### src/rtl/pmsc_pkg.sv
// Shared constants and types of the power-mode state controller.
// Assumes a single 200 MHz clock domain and an active-low async reset.
package pmsc_pkg;

	// ------------------------------------------------------------
	// Sizes and module-stop layout
	// ------------------------------------------------------------
	localparam int NUM_MODULES = 16;
	localparam int XFER_CTRL_IDX = 0;
	localparam logic [NUM_MODULES-1:0] MSTOP_RST = 16'hfffe;
	localparam int DIV_SEL_W = 3;
	localparam int DIV_CNT_W = 5;
	localparam logic [DIV_SEL_W-1:0] SEL_FULL = 3'h0;
	localparam logic [DIV_SEL_W-1:0] SEL_MAX = 3'h5;

	// ------------------------------------------------------------
	// Controller states, one-hot
	// ------------------------------------------------------------
	typedef enum logic [9:0] {
		st_init = 10'h001,
		st_high = 10'h002,
		st_medium = 10'h004,
		st_subact = 10'h008,
		st_sleep = 10'h010,
		st_subsleep = 10'h020,
		st_watch = 10'h040,
		st_sw_standby = 10'h080,
		st_hw_standby = 10'h100,
		st_spare = 10'h200
	} pmsc_state_t;

endpackage

### src/rtl/pmsc_div_if.sv
// Carrier between the controller and its medium-speed divider.
// Assumes both ends share the controller clock.
interface pmsc_div_if;
	import pmsc_pkg::*;
	logic [DIV_SEL_W-1:0] sel;
	logic tick;
	modport ctrl (output sel, input tick);
	modport div (input sel, output tick);
endinterface

### src/rtl/pmsc_clkdiv.sv
// Medium-speed divider: one enable pulse per 1 to 32 system clocks.
// Assumes sel is stable or changes only between active modes.
module pmsc_clkdiv
	import pmsc_pkg::*;
(
	// Clock and reset
	input wire logic clock,
	input wire logic nrst,
	// Controller side
	pmsc_div_if.div dv
);

	logic [DIV_CNT_W-1:0] cnt_ff;
	logic [DIV_CNT_W-1:0] mask;
	logic [DIV_SEL_W-1:0] eff_sel;

	// ------------------------------------------------------------
	// Ratio decode; prohibited codes fall back to the slowest ratio
	// ------------------------------------------------------------
	always_comb begin
		eff_sel = (dv.sel > SEL_MAX) ? SEL_MAX : dv.sel;
		mask = DIV_CNT_W'((32'h1 << eff_sel) - 32'h1);
		dv.tick = ((cnt_ff & mask) == mask);
	end

	// Free-running count; the tick is a compare, so no restart glitch
	always_ff @(posedge clock or negedge nrst) begin
		if (!nrst) begin
			cnt_ff <= '0;
		end else begin
			cnt_ff <= cnt_ff + 5'h1;
		end
	end

endmodule

### src/rtl/pmsc_top.sv
// Power-mode state controller: mode sequencing, clock and module gating.
// Assumes CPU-side requests are synchronous; pins are synchronised here.
//
// Contract
// - After reset: high-speed, all but transfer controller stopped
// - Nine modes; all but high-speed are reduced-power
// - Sleep halts only the CPU; subsleep also halts masters and peripherals
// - Medium speed divides CPU and bus masters together
// - Subactive runs CPU, masters, peripherals from subclock
// - Module stop halts only selected peripheral modules
// - CPU, master and peripheral states may combine
// - Main oscillator runs only in high, medium, sleep, init
// - Standby pin low forces hardware standby from anywhere
// - Init pin low forces reset except in hardware standby
module pmsc_top
	import pmsc_pkg::*;
#(
	parameter int NMOD = NUM_MODULES
)(
	// Clock and reset
	input wire logic clock,
	input wire logic nrst,
	// Device pins, asynchronous
	input wire logic hw_sleep_pin_n,
	input wire logic chip_init_input_n,
	input wire logic sub_clk_in,
	// CPU requests and mode control bits
	input wire logic sleep_req,
	input wire logic wake_irq,
	input wire logic ctl_ssby,
	input wire logic ctl_pss,
	input wire logic ctl_lson,
	input wire logic ctl_dton,
	input wire logic [DIV_SEL_W-1:0] ctl_speed_sel,
	input wire logic mstop_we,
	input wire logic [NMOD-1:0] mstop_wdata,
	// Mode status
	output pmsc_state_t mode_ff,
	output logic power_down_ff,
	// Clock gating
	output logic main_osc_en_ff,
	output logic sub_osc_en_ff,
	output logic cpu_run_ff,
	output logic bm_clk_en_ff,
	output logic periph_clk_en_ff,
	output logic [NMOD-1:0] mod_stop_ff,
	// Standby effects
	output logic periph_rst_ff,
	output logic cpu_regs_valid_ff,
	output logic ram_retain_ff,
	output logic io_oe_n_ff
);

	pmsc_div_if div_bus ();
	pmsc_state_t nxt_mode;
	logic [1:0] hw_sync_ff;
	logic [1:0] init_sync_ff;
	logic [2:0] sub_sync_ff;
	logic [NMOD-1:0] mstop_mask_ff;
	logic sub_tick;
	logic active;

	// ------------------------------------------------------------
	// Pin synchronisers; the first stage feeds only the second
	// ------------------------------------------------------------
	always_ff @(posedge clock or negedge nrst) begin
		if (!nrst) begin
			hw_sync_ff <= 2'h3;
			init_sync_ff <= 2'h0;
			sub_sync_ff <= 3'h0;
		end else begin
			hw_sync_ff <= {hw_sync_ff[0], hw_sleep_pin_n};
			init_sync_ff <= {init_sync_ff[0], chip_init_input_n};
			sub_sync_ff <= {sub_sync_ff[1:0], sub_clk_in};
		end
	end

	// Subclock rising edge, seen from the synchronised stages only
	assign sub_tick = sub_sync_ff[1] & ~sub_sync_ff[2];
	assign active = (mode_ff == st_high) || (mode_ff == st_medium);

	// ------------------------------------------------------------
	// Medium-speed divider
	// ------------------------------------------------------------
	assign div_bus.sel = ctl_speed_sel;

	pmsc_clkdiv u_div (
		.clock(clock),
		.nrst(nrst),
		.dv(div_bus.div)
	);

	// ------------------------------------------------------------
	// Mode sequencing; standby pin outranks init pin
	// ------------------------------------------------------------
	always_comb begin
		nxt_mode = mode_ff;
		if (!hw_sync_ff[1]) begin
			nxt_mode = st_hw_standby;
		end else if (!init_sync_ff[1] && mode_ff != st_hw_standby) begin
			nxt_mode = st_init;
		end else begin
			case (mode_ff)
				st_init: begin
					nxt_mode = st_high;
				end
				st_hw_standby: begin
					// Leaving hardware standby always passes through reset
					nxt_mode = st_init;
				end
				st_high, st_medium: begin
					if (sleep_req) begin
						if (!ctl_ssby && !ctl_lson) begin
							nxt_mode = st_sleep;
						end else if (ctl_ssby && !ctl_pss && !ctl_lson) begin
							nxt_mode = st_sw_standby;
						end else if (ctl_ssby && ctl_pss && !ctl_dton) begin
							nxt_mode = st_watch;
						end else if (ctl_ssby && ctl_pss && ctl_lson) begin
							nxt_mode = st_subact;
						end
					end else begin
						// Speed select moves between the two active modes
						nxt_mode = (ctl_speed_sel == SEL_FULL) ? st_high
							: st_medium;
					end
				end
				st_subact: begin
					if (sleep_req) begin
						if (!ctl_ssby && ctl_pss && ctl_lson) begin
							nxt_mode = st_subsleep;
						end else if (ctl_ssby && ctl_pss && !ctl_dton) begin
							nxt_mode = st_watch;
						end else if (ctl_ssby && ctl_pss && !ctl_lson) begin
							nxt_mode = st_high;
						end
					end
				end
				st_sleep, st_sw_standby: begin
					if (wake_irq) begin
						nxt_mode = (ctl_speed_sel == SEL_FULL) ? st_high
							: st_medium;
					end
				end
				st_watch: begin
					if (wake_irq) begin
						nxt_mode = ctl_lson ? st_subact : st_high;
					end
				end
				st_subsleep: begin
					if (wake_irq) begin
						nxt_mode = st_subact;
					end
				end
				default: begin
					nxt_mode = st_init;
				end
			endcase
		end
	end

	// State register
	always_ff @(posedge clock or negedge nrst) begin
		if (!nrst) begin
			mode_ff <= st_init;
		end else begin
			mode_ff <= nxt_mode;
		end
	end

	// ------------------------------------------------------------
	// Module-stop mask, written only while the CPU runs
	// ------------------------------------------------------------
	always_ff @(posedge clock or negedge nrst) begin
		if (!nrst) begin
			mstop_mask_ff <= NMOD'(MSTOP_RST);
		end else if (mode_ff == st_init || mode_ff == st_hw_standby) begin
			mstop_mask_ff <= NMOD'(MSTOP_RST);
		end else if (mstop_we && (active || mode_ff == st_subact)) begin
			mstop_mask_ff <= mstop_wdata;
		end
	end

	// ------------------------------------------------------------
	// Clock and gating outputs, registered from the current mode
	// ------------------------------------------------------------
	always_ff @(posedge clock or negedge nrst) begin
		if (!nrst) begin
			main_osc_en_ff <= 1'b1;
			sub_osc_en_ff <= 1'b1;
			cpu_run_ff <= 1'b0;
			bm_clk_en_ff <= 1'b0;
			periph_clk_en_ff <= 1'b0;
			mod_stop_ff <= NMOD'(MSTOP_RST);
		end else begin
			main_osc_en_ff <= active || mode_ff == st_sleep
				|| mode_ff == st_init;
			sub_osc_en_ff <= !(mode_ff == st_sw_standby
				|| mode_ff == st_hw_standby);
			// Instruction strobe, medium ratio shared with masters
			case (mode_ff)
				st_high: cpu_run_ff <= 1'b1;
				st_medium: cpu_run_ff <= div_bus.tick;
				st_subact: cpu_run_ff <= sub_tick;
				default: cpu_run_ff <= 1'b0;
			endcase
			// Masters keep running through sleep at the selected speed
			case (mode_ff)
				st_high: bm_clk_en_ff <= 1'b1;
				st_medium, st_sleep: bm_clk_en_ff <= div_bus.tick;
				st_subact: bm_clk_en_ff <= sub_tick;
				default: bm_clk_en_ff <= 1'b0;
			endcase
			case (mode_ff)
				st_high, st_medium, st_sleep: periph_clk_en_ff <= 1'b1;
				st_subact: periph_clk_en_ff <= sub_tick;
				default: periph_clk_en_ff <= 1'b0;
			endcase
			// Mask applies in every mode, so it combines freely
			mod_stop_ff <= mstop_mask_ff;
		end
	end

	// ------------------------------------------------------------
	// Standby side effects and reduced-power flag
	// ------------------------------------------------------------
	always_ff @(posedge clock or negedge nrst) begin
		if (!nrst) begin
			periph_rst_ff <= 1'b1;
			cpu_regs_valid_ff <= 1'b0;
			ram_retain_ff <= 1'b0;
			io_oe_n_ff <= 1'b0;
			power_down_ff <= 1'b1;
		end else begin
			periph_rst_ff <= mode_ff == st_hw_standby
				|| mode_ff == st_init;
			cpu_regs_valid_ff <= mode_ff != st_hw_standby;
			ram_retain_ff <= mode_ff == st_watch || mode_ff == st_subsleep
				|| mode_ff == st_sw_standby
				|| mode_ff == st_hw_standby;
			io_oe_n_ff <= mode_ff == st_hw_standby;
			power_down_ff <= !(mode_ff == st_high
				&& mstop_mask_ff == '0);
		end
	end
endmodule

### config.mk
export PLATFORM = sky130hd
export DESIGN_NAME = pmsc_top
export DESIGN_NICKNAME = d
export VERILOG_FILES = /design/src/rtl/pmsc_pkg.sv /design/src/rtl/pmsc_div_if.sv /design/src/rtl/pmsc_clkdiv.sv /design/src/rtl/pmsc_top.sv
export SDC_FILE = /design/constraint.sdc
export NUM_CORES = 1
export LEC_CHECK = 0
export BUFFER_PORTS_ARGS = -buffer_cell sky130_fd_sc_hd__buf_2
export CAP_MARGIN = 0
export CELL_PAD_IN_SITES_DETAIL_PLACEMENT = 2
export CELL_PAD_IN_SITES_GLOBAL_PLACEMENT = 2
export CORE_MARGIN = 2
export CORE_UTILIZATION = 33
export CTS_CLUSTER_DIAMETER = 120
export CTS_CLUSTER_SIZE = 28
export DETAILED_ROUTE_END_ITERATION = 7
export PLACE_DENSITY = 0.76
export REMOVE_ABC_BUFFERS = 1
export SYNTH_ARGS = -nofsm -noshare
export SYNTH_HDL_FRONTEND = slang
export SYNTH_SLANG_ARGS = --single-unit
### constraint.sdc
create_clock -name clock -period 2 [get_ports clock]
set_clock_uncertainty 0.05 [all_clocks]
set_input_delay 0.4 -clock clock [delete_from_list [all_inputs] [get_ports clock]]
set_output_delay 0.4 -clock clock [all_outputs]
set_load 0.1 [all_outputs]
# ---- Word level (Yosys, flattened, before mapping)
# Cells that the tools add are included.
dict set report classes {
  add_sub_neg 2
  order_cmp 1
  n_eq_ne 17
  shift 1
  n_mux 23
  n_bitwise 3
  n_reduce_logical 36
}
# op n
set op_table {}
lappend op_table {{$mux 10} 14}
lappend op_table {{$pmux 10 s6} 1}
lappend op_table {{$mux 16} 2}
lappend op_table {{$logic_not 16->1} 1}
lappend op_table {{$ne 4x4->1 const B} 4}
lappend op_table {{$logic_and 1x1->1} 12}
lappend op_table {{$eq 10x1->1 const B} 1}
lappend op_table {{$eq 10x2->1 const B} 1}
lappend op_table {{$eq 10x3->1 const B} 1}
lappend op_table {{$eq 10x4->1 const B} 1}
lappend op_table {{$eq 10x5->1 const B} 1}
lappend op_table {{$eq 10x6->1 const B} 1}
lappend op_table {{$eq 10x7->1 const B} 1}
lappend op_table {{$eq 10x8->1 const B} 1}
lappend op_table {{$eq 10x9->1 const B} 1}
lappend op_table {{$ne 10x9->1 const B} 1}
lappend op_table {{$logic_or 1x1->1} 9}
lappend op_table {{$ne 8x8->1 const B} 1}
lappend op_table {{$logic_not 1->1} 7}
lappend op_table {{$mux 3} 2}
lappend op_table {{$ne 6x6->1 const B} 1}
lappend op_table {{$pmux 1 s3} 2}
lappend op_table {{$reduce_and 6->1} 1}
lappend op_table {{$reduce_or 2->1} 3}
lappend op_table {{13 further kinds} 13}
dict set report totals {
  register_bits 64
  in_bits 31
  output_inout_bits 36
  wordCells 100
}

# ---- Longest topological paths before layout
# Gate-level depths: netlist (run 1).
dict set report logic_depth {
  ltp_word 10
  depth_mapped 8
  ltp_nobuf 8
}

# ---- Cells and area by module
# Synthesis (run 1) repeated with hierarchy kept, for this count alone.
dict set report unflattened {
  hier_cells 256
  hier_area_um2 2763.9
}
# mod instances cells_per_inst area_each_um2 seq_area_each_um2
set modules_own_cells {}
lappend modules_own_cells {pmsc_top 1 237 2546.2 1497.7}
lappend modules_own_cells {pmsc_clkdiv 1 19 217.7 125.1}

# ---- Worst setup path before layout (run 1)
# No wires, ideal clock.
dict set report synth_path {
  path_type {reg2reg}
  from {register mode_ff[7]}
  to {register mode_ff[5]}
  setup_ns 0.078
  t_arrival_ns 2.316
  t_required_ns 1.872
  path_slack_ns -0.444
  path_stages_with_launch 7
  path_buffers 1
  synth_period_minus_slack_ns 2.444
  cell_sequence {dfrtp_1 buf_4 nor4b_1 a211oi_2 o32ai_2 or4_1 a21oi_1}
}
dict set report synth_via {
  elab_chain_cells 5
  elab_cells_between_ends 22
  cone_classes {15 x eq/ne; 3 x mux; 4 x reduce/logical}
}
# element line_no
set synth_rtl {}
lappend synth_rtl {{from (decl)} pmsc_top.sv:38} ;# output pmsc_state_t mode_ff,
lappend synth_rtl {{from (signal assigned)} pmsc_top.sv:165} ;# mode_ff <= st_init;
lappend synth_rtl {{from (signal assigned)} pmsc_top.sv:167} ;# mode_ff <= nxt_mode;
lappend synth_rtl {{$eq 10x5->1 (tied with other cells)} pmsc_top.sv:103} ;# case (mode_ff)
lappend synth_rtl {{$reduce_or 2->1} pmsc_top.sv:103}
lappend synth_rtl {{$pmux 10 s6} pmsc_top.sv:103}
lappend synth_rtl {{$mux 10} pmsc_top.sv:100} ;# end else if (!init_sync_ff[1] && mode_ff != st_hw_standby) begin
lappend synth_rtl {{$mux 10} pmsc_top.sv:98} ;# if (!hw_sync_ff[1]) begin
# Several ways; a longest one is shown, not always the timed one.
# A chain may end at the register's enable or synchronous reset.

# ---- Worst setup path after layout (run 1)
dict set report layout_path {
  from {register mode_ff[6]}
  to {output mode_ff[6]}
}
# No word-level cell between the ends.

==> results.md, run 1 <==
* Outcome: finished, violations left
* Violated checks: negative hold slack
* Most area-hungry cell type in the Yosys netlist: dfstp_2
* Most common cell after layout, fill and taps aside: buf_2
* XOR/XNOR Fraction of Synth Area at under 10%
* Final worst slack at approximately 51 ps
* Mux contribution to synthesized area at less than 1%
* Minimum clock period at just under 2000 ps
* Port bufs at 65
* Crit-path cells: clkbuf_2 -> buf_2
* Worst-skew pair later-pin latency at ~350 ps
* Die Wd at between 90 and 100 um
* Synth Area in Simple Gates at 21.3%
* Initial Utilization at 34.2%
* Die ar. at 9320 sq um
* Final #Nets at around 380
* Fraction of layout cells with a size suffix above 1 at between 40% and 50%
* Core area at 8260 sq um
* CP arrival at about 1500 ps
* Vias in the first global route at 2478
* Post-route ant nets at 0
* Final Max Slew Viols at 0
* Antenna violations before repair at 1
* Power, Total at 0.00279 W
* CTS Root Cell: clkbuf_8
* Drt initial violations at 58
* Largest family of logic cells by synthesized area: simple AND/OR/NAND/NOR gates
* Drt drc at 0
* Critical Path Fanout Max at 7
* Vias at 2326
* Compound-Gate Fraction of Synth Area at about an eighth
* Design area at 3620 sq um
* H-tree Lvls at 3
* CP Launch Type: register
* Clock Power Share at about 37%
* Final RePlAce weighted congestion at a little over 0.8
* Int Pwr at 0.00192 W
* Required @ worst endpoint at between 1500 and 2000 ps
* Hpwl dp at about 6 mm
* Area of the multi-input gates at about 1100 sq um
* Power density cells at 770 nW/um^2
* Flop pwr share at roughly half
* First-pass GRT wire length at around 13 mm
* Synth warn at 0
* Maxcap violations at 0
* CTS Buf Count at 9
* CP endpoint kind: output pin
* Filler cells at 900
* Adder-cell share of the synthesized area at less than 1%
* Row count at 33
* Clk sink count at 63
* WL/cell at about 18 um
* Seq. cell area at between 1500 and 2000 sq um
* Comb power frac at approximately 15%
* Post-Syn Instances at between 200 and 300
* Dpl ws at around 24 ps
* Sequential fraction of the synthesis area at 57.4%
* CTS max path bufs at 2
* HP Class: primary input to asynchronous set/reset pin
* Synth Cell Area at approximately 2800 sq um
* Number of vias per cell at just over 5
* Synthesized area per cell at 10.7 sq um
* EDFF count, synth at 0
* Sw Ratio at around 31%
* Area Overhead vs Synth at 28.2%
* CP max-delay cell: dfrtp_2
* Final Cycle Share at between 90 and 100%
* Drt pass-1 iters at 4
* Post-synth top area share at between 30% and 40%
* Final setup vio count at 0
* Detailed Route WL at around 8.4 mm
* Synth top area cells: dfstp_2, dfrtp_1, nor2_1
* Worst IR Drop VDD at between 0.0003 and 0.0004 V
* Most frequent cells in the layout: buf_2, dfstp_2, nor2_1, nand2_1
* CTS clock-pin slew for the worst setup and hold paths at 80 ps
* F_max at between 500 and 600 MHz
* Library cells used by synthesis at 60
* Die height at ~97 um
* Io pins at 67
* Switching pwr at roughly 0.00087 W
* Diodes inserted at 0
* Largest net degree at the start of global routing at 64
* Post-synth top flop: dfstp_2
* GR Overflow Total at 0
* Worst setup path class: register to output pin
* Leak at 1.57 nW
* Worst Hold Margin at -0.467 ps
* GRT Resource Usage Total at between 10% and 20%
* DP Area at 3380 sq um
* CTS tree: built
* Hold Vio Cnt, Final at 1
* Worst path max stage delay at 500 ps
* Synth Register Bits at 63
* Post-synth ARST share at 100%
-- timing repair --
item                                    4_1_cts  5_1_grt
pin swaps                                     0        5
endpoints found under the setup margin        1        8
buffers inserted                              0        1
gates resized for setup                       1       13
hold buffers                                  0        0
gates cloned                                  0        0
-- state kept, by name, indices dropped and copies added (netlist names), 2 cells and up --
register       flops
u_div.cnt_ff       5
mstop_mask_ff     16
sub_sync_ff        3
mode_ff            9
mod_stop_ff       16
hw_sync_ff         2
init_sync_ff       2
-- cells in the mapped netlist (all sizes together) (2+ instances only) --
| master | count |
|---|---|
| nor2b | 2 |
| a21boi | 2 |
| nand3 | 7 |
| o211ai | 3 |
| nor3 | 3 |
| nor4b | 4 |
| nor2 | 33 |
| dfrtp | 26 |
| nand4 | 6 |
| ha | 2 |
| a21oi | 10 |
| and3 | 3 |
| nor3b | 2 |
| xor2 | 4 |
| dfstp | 37 |
| clkbuf | 2 |
| nand4b | 2 |
| inv | 7 |
| buf | 14 |
| o21ai | 27 |
| nand2 | 26 |
| nor4 | 8 |
| and2 | 4 |
| or2 | 2 |
| xnor2 | 6 |
-- worst paths after layout --
check                                    endpoint            start  cells after the start  slack, ps
worst min register to register    init_sync_ff[1]  init_sync_ff[0]                      0        300
max in group asynchronous       mstop_mask_ff[14]             nrst                      2       1580
worst min-delay path                   mode_ff[8]             nrst                      2       -0.5
worst max-delay path                   mode_ff[6]       mode_ff[6]                      2         50
worst max register to register         mode_ff[7]       mode_ff[5]                      6         80
min in group clock                  hw_sync_ff[0]   hw_sleep_pin_n                      1        100
-- worst max-delay path, delay by kind of cell (launching register included) --
family,cells,cell delay (ps)
buffers and inverters,2,660
DFF,1,500
-- per-layer routing --
metal	vias up	track usage, %	share of wire (%)
met5	-	0	0.16
met4	2	7.98	1.7
met3	14	3.88	3.8
met2	45	33.5	53
met1	1186	23.0	41
li1	1079	-	-
-- logic make-up (layout without fill, tap and decap cells) --
kind of cell	after synthesis	count (layout)
and+or+nand+nor	109	109
xor gates and xnor gates	10	10
buffers and inverters	23	110
other	1	1
adders and majority gates	2	2
AOI/OAI and AO/OA	55	55
muxes	1	1
DFF	63	63
-- per-stage QoR --
step                TNS, ps  cells  utilization, %
floorplan             -9950    248               -
global placement          0    439            40.9
global route          -21.7    456            43.8
finish                    0    456            43.8
detailed placement        0    439            40.9
CTS                       0    455            43.1
-- area by class of cell --
class	count	share of cell area, %
sequential	63	45.0
multi-input combinational	178	31.1
timing repair buffer	87	14.7
clock buffer	10	3.80
tap	105	3.63
clock inverter	6	1.14
inverter	7	0.726
-- power groups by stage --
| stage | clock network (W) | logic (W) | registers, W |
|---|---|---|---|
| floorplan | 0 | 0.0000845 | 0.00154 |
| finish | 0.00103 | 0.000407 | 0.00135 |
| global placement | 0 | 0.000395 | 0.00137 |
| CTS | 0.00107 | 0.000409 | 0.00135 |
| detailed placement | 0 | 0.000406 | 0.00138 |
| global route | 0.00112 | 0.000434 | 0.00136 |
Note: power is estimated with default switching activity, not from simulation.
==> inputs of run 2 (changes only) <==
--- a/config.mk
+++ b/config.mk
@@ -14,7 +14,7 @@
 export CTS_CLUSTER_DIAMETER = 120
 export CTS_CLUSTER_SIZE = 28
 export DETAILED_ROUTE_END_ITERATION = 7
-export PLACE_DENSITY = 0.76
+export PLACE_DENSITY_LB_ADDON = 0.1
 export REMOVE_ABC_BUFFERS = 1
 export SYNTH_ARGS = -nofsm -noshare
 export SYNTH_HDL_FRONTEND = slang
==> results.md, run 2 (synthesis results as in run 1) <==
* Largest net degree at the start of global routing at 64
* R2R depth at 6
* CP Launch Type: register
* Drt pass-1 iters at 4
* CP endpoint kind: register
* WL/cell at 18.6 um
* Most common cell after layout, fill and taps aside: buf_2
* Row count at 33
* Worst setup path class: register to register
* Hold Vio Cnt, Final at 3
* F_max at between 500 and 600 MHz
* HP Class: primary input to asynchronous set/reset pin
* CTS clock-pin slew for the worst setup and hold paths at approximately 80 ps
* Io pins at between 60 and 70
* GRT Resource Usage Total at around 20%
* Leak at about 1.7 nW
* CTS tree: built
* Outcome: finished, violations left
* Final RePlAce weighted congestion at between 0.7 and 0.8
* CTS Buf Count at 9
* Detailed Route WL at about 9 mm
* Die height at 96.5 um
* Clk sink count at 63
* CP arrival at 2200 ps
* Worst-skew pair later-pin latency at around 350 ps
* Drt drc at 0
* Filler cells at between 900 and 1k
* Worst IR Drop VDD at between 0.0003 and 0.0004 V
* Most frequent cells in the layout: buf_2, dfstp_2, buf_4, nor2_1, nand2_1
* Final #Nets at 394
* Initial Utilization at 34.2%
* Critical Path Fanout Max at 8
* First-pass GRT wire length at about 14 mm
* Register-to-register setup slack at 30 ps
* Area of the multi-input gates at 1140 sq um
* Met1 Wirelength at 3.87 mm
* Final Max Slew Viols at 0
* Port bufs at 65
* Max_slew headroom at 66.2%
* Vias at about 2.4k
* CTS max path bufs at 2
* Core Util, Final at 46.1%
* Worst-margin pin slew at a little over 500 ps
* Drt initial violations at a little under 100
* Fraction of layout cells with a size suffix above 1 at approximately half
* Routed wl met3 at ~380 um
* Worst Hold Margin at -17.8 ps
* Power density cells at approximately 780 nW/um^2
* GR Overflow Total at 0
* R2r endpoint: mode_ff[5]
* Minimum clock period at a little under 2000 ps
* Vias in the first global route at 2493
* Required @ worst endpoint at 2230 ps
* Area Overhead vs Synth at 34.9%
* Reg-to-Reg Start: mode_ff[7]
* Hold buffers post-CTS at 0
* Final Cycle Share at 98.4%
* CP max-delay cell: dfrtp_2
* Die ar. at between 9000 and 10000 sq um
* Violated checks: negative hold slack
* Post-route ant nets at 0
* Hpwl dp at about 6.1 mm
* Max layer used: met4
* Worst path max stage delay at approximately 480 ps
* Diodes inserted at 0
* Crit-path cells: xor2_2 -> a211oi_2 -> o32ai_2 -> buf_4 -> or4_4 -> a21oi_2
* Setup TNS at 0 ps
* Maxcap violations at 0
* Antenna violations before repair at 0
* Unrepaired setup endpoints after global routing: true
* Seq. cell area at 1630 sq um
* H-tree Lvls at 3
* Number of vias per cell at 5.07
* Largest regs: mod_stop_ff (16), mstop_mask_ff (16), mode_ff (9)
* Die Wd at approximately 97 um
* Met2 wire len at ~4.4 mm
* Final setup vio count at 0
* Core area at ~8300 sq um
* CTS Root Cell: clkbuf_8
[run 2: cell types whose count changed in the layout (fill, tap and decap cells not counted), sizes merged]
cell,change
clkinv,-1
clkbuf,+1
clkinvlp,-1
buf,+15
bufinv,+1
[run 2: through the flow]
stage	instances	area [sq um]	power (W)	setup WS (ps)
after CTS	468	3730	0.00302	5.58
after floorplan	248	2730	0.00162	-477
final	471	3810	0.00299	31.9
after detailed placement	452	3490	0.00179	-15.5
after global routing	471	3810	0.00311	-51.6
after global placement	452	3490	0.00178	62.0
[run 2: worst max-delay path by stage]
stage / slack, ps / endpoint / from / cells past startpoint
global placement: 60 / mode_ff[5] / mode_ff[6] / 6
detailed placement: -20 / mode_ff[5] / mode_ff[6] / 6
CTS: 6 / mode_ff[5] / mode_ff[4] / 7
finish: 30 / mode_ff[5] / mode_ff[7] / 6
global route: -50 / mode_ff[1] / mode_ff[6] / 5
floorplan: -480 / mode_ff[5] / mode_ff[7] / 5
[run 2: timing repair]
item | CTS | global route
resized for setup | 7 | 16
setup endpoints to repair | 6 | 20
setup buffers | 0 | 3
pin swaps | 2 | 8
[run 2: critical path, delay by kind of cell, from the launching register on]
| kind | cells | cell delay (ps) |
|---|---|---|
| buffers and inverters | 1 | 160 |
| AOI/OAI and AO/OA | 3 | 580 |
| and+or+nand+nor | 1 | 420 |
| DFF | 1 | 480 |
| xor gates and xnor gates | 1 | 210 |
[run 2: per-layer routing]
metal	global-route usage, %	vias up
met2	32.3	56
met3	3.96	9
li1	-	1109
met4	7.39	0
met5	0	-
met1	25.9	1212
[run 2: cell type report]
class / instances / share of cell area, %
inverters: 7 / 0.690
clock buffers: 11 / 3.97
clock inverters: 5 / 1.64
well taps: 105 / 3.45
multi-input cells: 178 / 30.0
repair buffers: 102 / 17.5
flip-flops and latches: 63 / 42.7
[run 2: report_power, final]
group / switching, W / internal (W) / leakage [nW]
logic: 0.000308 / 0.000112 / 0.850
clock network: 0.000557 / 0.000656 / 0.111
registers: 0.0000237 / 0.00133 / 0.716
total: 0.000889 / 0.00210 / 1.68
==> inputs of run 3 (changes only) <==
==> constraint.sdc (replaced) <==
create_clock -name clock -period 2 [get_ports clock]
set_clock_uncertainty 0.05 [all_clocks]
set_input_delay 0.1 -clock clock [delete_from_list [all_inputs] [get_ports clock]]
set_output_delay 0.1 -clock clock [all_outputs]
set_load 0.1 [all_outputs]
==> results.md, run 3 (synthesis results as in run 1) <==
* Outcome: completed
* CTS tree: built
* Leak at ~1.7 nW
* DP Area at approximately 3400 sq um
* CTS clock-pin slew for the worst setup and hold paths at 70 ps
* Final RePlAce weighted congestion at 0.868
* Post-route ant nets at 0
* WL/cell at ~18 um
* Hold Vio Cnt, Final at 0
* Initial Utilization at about a third
* CP endpoint kind: register
* GRT Resource Usage Total at between 15 and 20%
* HP Class: primary input to register
* Switching pwr at a little under 0.0009 W
* Comb power frac at 14.6%
* Largest regs: mod_stop_ff (16), mstop_mask_ff (16), mode_ff (9)
* Die height at just under 100 um
* Final Max Slew Viols at 0
* Detailed Route WL at around 8.5 mm
* CP Launch Type: register
* Hpwl dp at 5.85 mm
* Vias in the first global route at roughly 2.5k
* Die Wd at 96.5 um
* Worst setup path class: register to register
* Area Overhead vs Synth at 36.5%
* Io pins at 67
* Drt pass-1 iters at 4
* Worst-skew pair later-pin latency at roughly 350 ps
* CTS Root Cell: clkbuf_8
* Unrepaired setup endpoints after global routing: true
* CP arrival at between 2000 and 2500 ps
* Largest net degree at the start of global routing at 43
* Final setup vio count at 0
* Clk sink count at 63
* Critical Path Fanout Max at 8
* CTS max path bufs at 2
* Power density cells at between 700 and 800 nW/um^2
* Antenna violations before repair at 0
* GR Overflow Total at 0
* Int Pwr at between 0.002 and 0.0025 W
* Vias at between 2k and 2.5k
* Minimum clock period at between 1500 and 2000 ps
* Worst-margin pin slew at roughly 570 ps
* Number of vias per cell at ~4.9
* Dpl ws at between 10 and 15 ps
* Flop pwr share at 45.9%
* Max_slew headroom at 61.8%
* Port bufs at 65
* Diodes inserted at 0
* Setup TNS at 0 ps
* H-tree Lvls at 3
* Row count at 33
* Most frequent cells in the layout: buf_2, dfstp_2, nor2_1, nand2_1, buf_4
* Core area at between 8000 and 9000 sq um
* Drt initial violations at 79
* Design area at ~3900 sq um
* Final #Nets at 405
* Required @ worst endpoint at between 2000 and 2500 ps
* Fraction of layout cells with a size suffix above 1 at a little over two fifths
* Maxcap violations at 0
* Clock Power Share at 39.5%
* Drt drc at 0
* Final worst slack at around 74 ps
* F_max at approximately 520 MHz
* Worst IR Drop VDD at a little over 0.0003 V
* Core Util, Final at 46.7%
* CTS Buf Count at 9
* Final Cycle Share at between 90% and 100%
* Sw Ratio at around 30%
* Most common cell after layout, fill and taps aside: buf_2
* First-pass GRT wire length at 13.5 mm
* Die ar. at 9320 sq um
## run 3: changes by cell type in the layout (fill, tap and decap cells not counted), sizes merged
cell,before,now
buf,101,92
clkbuf,12,11
clkinv,1,2
dlygate4sd3,0,20
## run 3: layout make-up
class / count / area [sq um]
Clock inverter: 6 / 65.1
Inverter: 7 / 26.3
Fill cell: 903 / 4400
Tap cell: 105 / 131
Clock buffer: 10 / 138
Sequential cell: 63 / 1630
Multi-Input combinational cell: 178 / 1110
Timing Repair Buffer: 113 / 758
## run 3: what timing repair did
action / CTS / global route
setup endpoints to repair: 2 / 15
pin swaps: 0 / 1
gates resized for setup: 2 / 5
buffers inserted: 0 / 4
endpoints found under the hold margin: 32 / 0
gates cloned: 0 / 0
hold buffers: 20 / 0
## run 3: through the flow
| stage | total power (W) | hold WS, ps | std cells |
|---|---|---|---|
| floorplan | 0.00162 | -246 | 248 |
| global placement | 0.00177 | 61.9 | 442 |
| detailed placement | 0.00177 | 62.6 | 442 |
| CTS | 0.00299 | 56.6 | 478 |
| global route | 0.00308 | 72.6 | 482 |
| finish | 0.00295 | 68.8 | 482 |
## run 3: critical path, stage by stage (launching register included)
cell and delay, ps:
dfrtp_2 470, xor2_1 190, a211oi_2 350, o32ai_4 150, or4_1 480, a21oi_1 160
## run 3: routing by layer
| layer | part of all wire [%] | track usage, % | vias to the layer above | wire length (um) |
|---|---|---|---|---|
| met5 | 0 | 0 | - | 0 |
| met4 | 1.5 | 7.04 | 0 | 123 |
| met3 | 4.0 | 4.89 | 9 | 340 |
| met2 | 50 | 32.5 | 46 | 4200 |
| met1 | 45 | 25.6 | 1191 | 3810 |
| li1 | - | - | 1132 | - |
## run 3: power by group through the flow
stage	combinational (W)	clock, W	sequential, W
after floorplan	0.0000845	0	0.00154
after global placement	0.000394	0	0.00137
after detailed placement	0.000398	0	0.00138
after CTS	0.000432	0.00120	0.00135
after global routing	0.000463	0.00126	0.00136
final	0.000430	0.00116	0.00135
## run 3: final timing paths
kind                                 startpoint         endpoint  slack, ps  cells past startpoint
worst max-delay path                 mode_ff[7]       mode_ff[5]         70                      5
worst min-delay path                   ctl_ssby       mode_ff[7]         70                      3
worst max register to register       mode_ff[7]       mode_ff[5]         70                      5
worst min register to register  init_sync_ff[0]  init_sync_ff[1]        300                      0
max in group asynchronous                  nrst  mod_stop_ff[12]       1030                      3
min in group asynchronous                  nrst       mode_ff[2]        200                      2
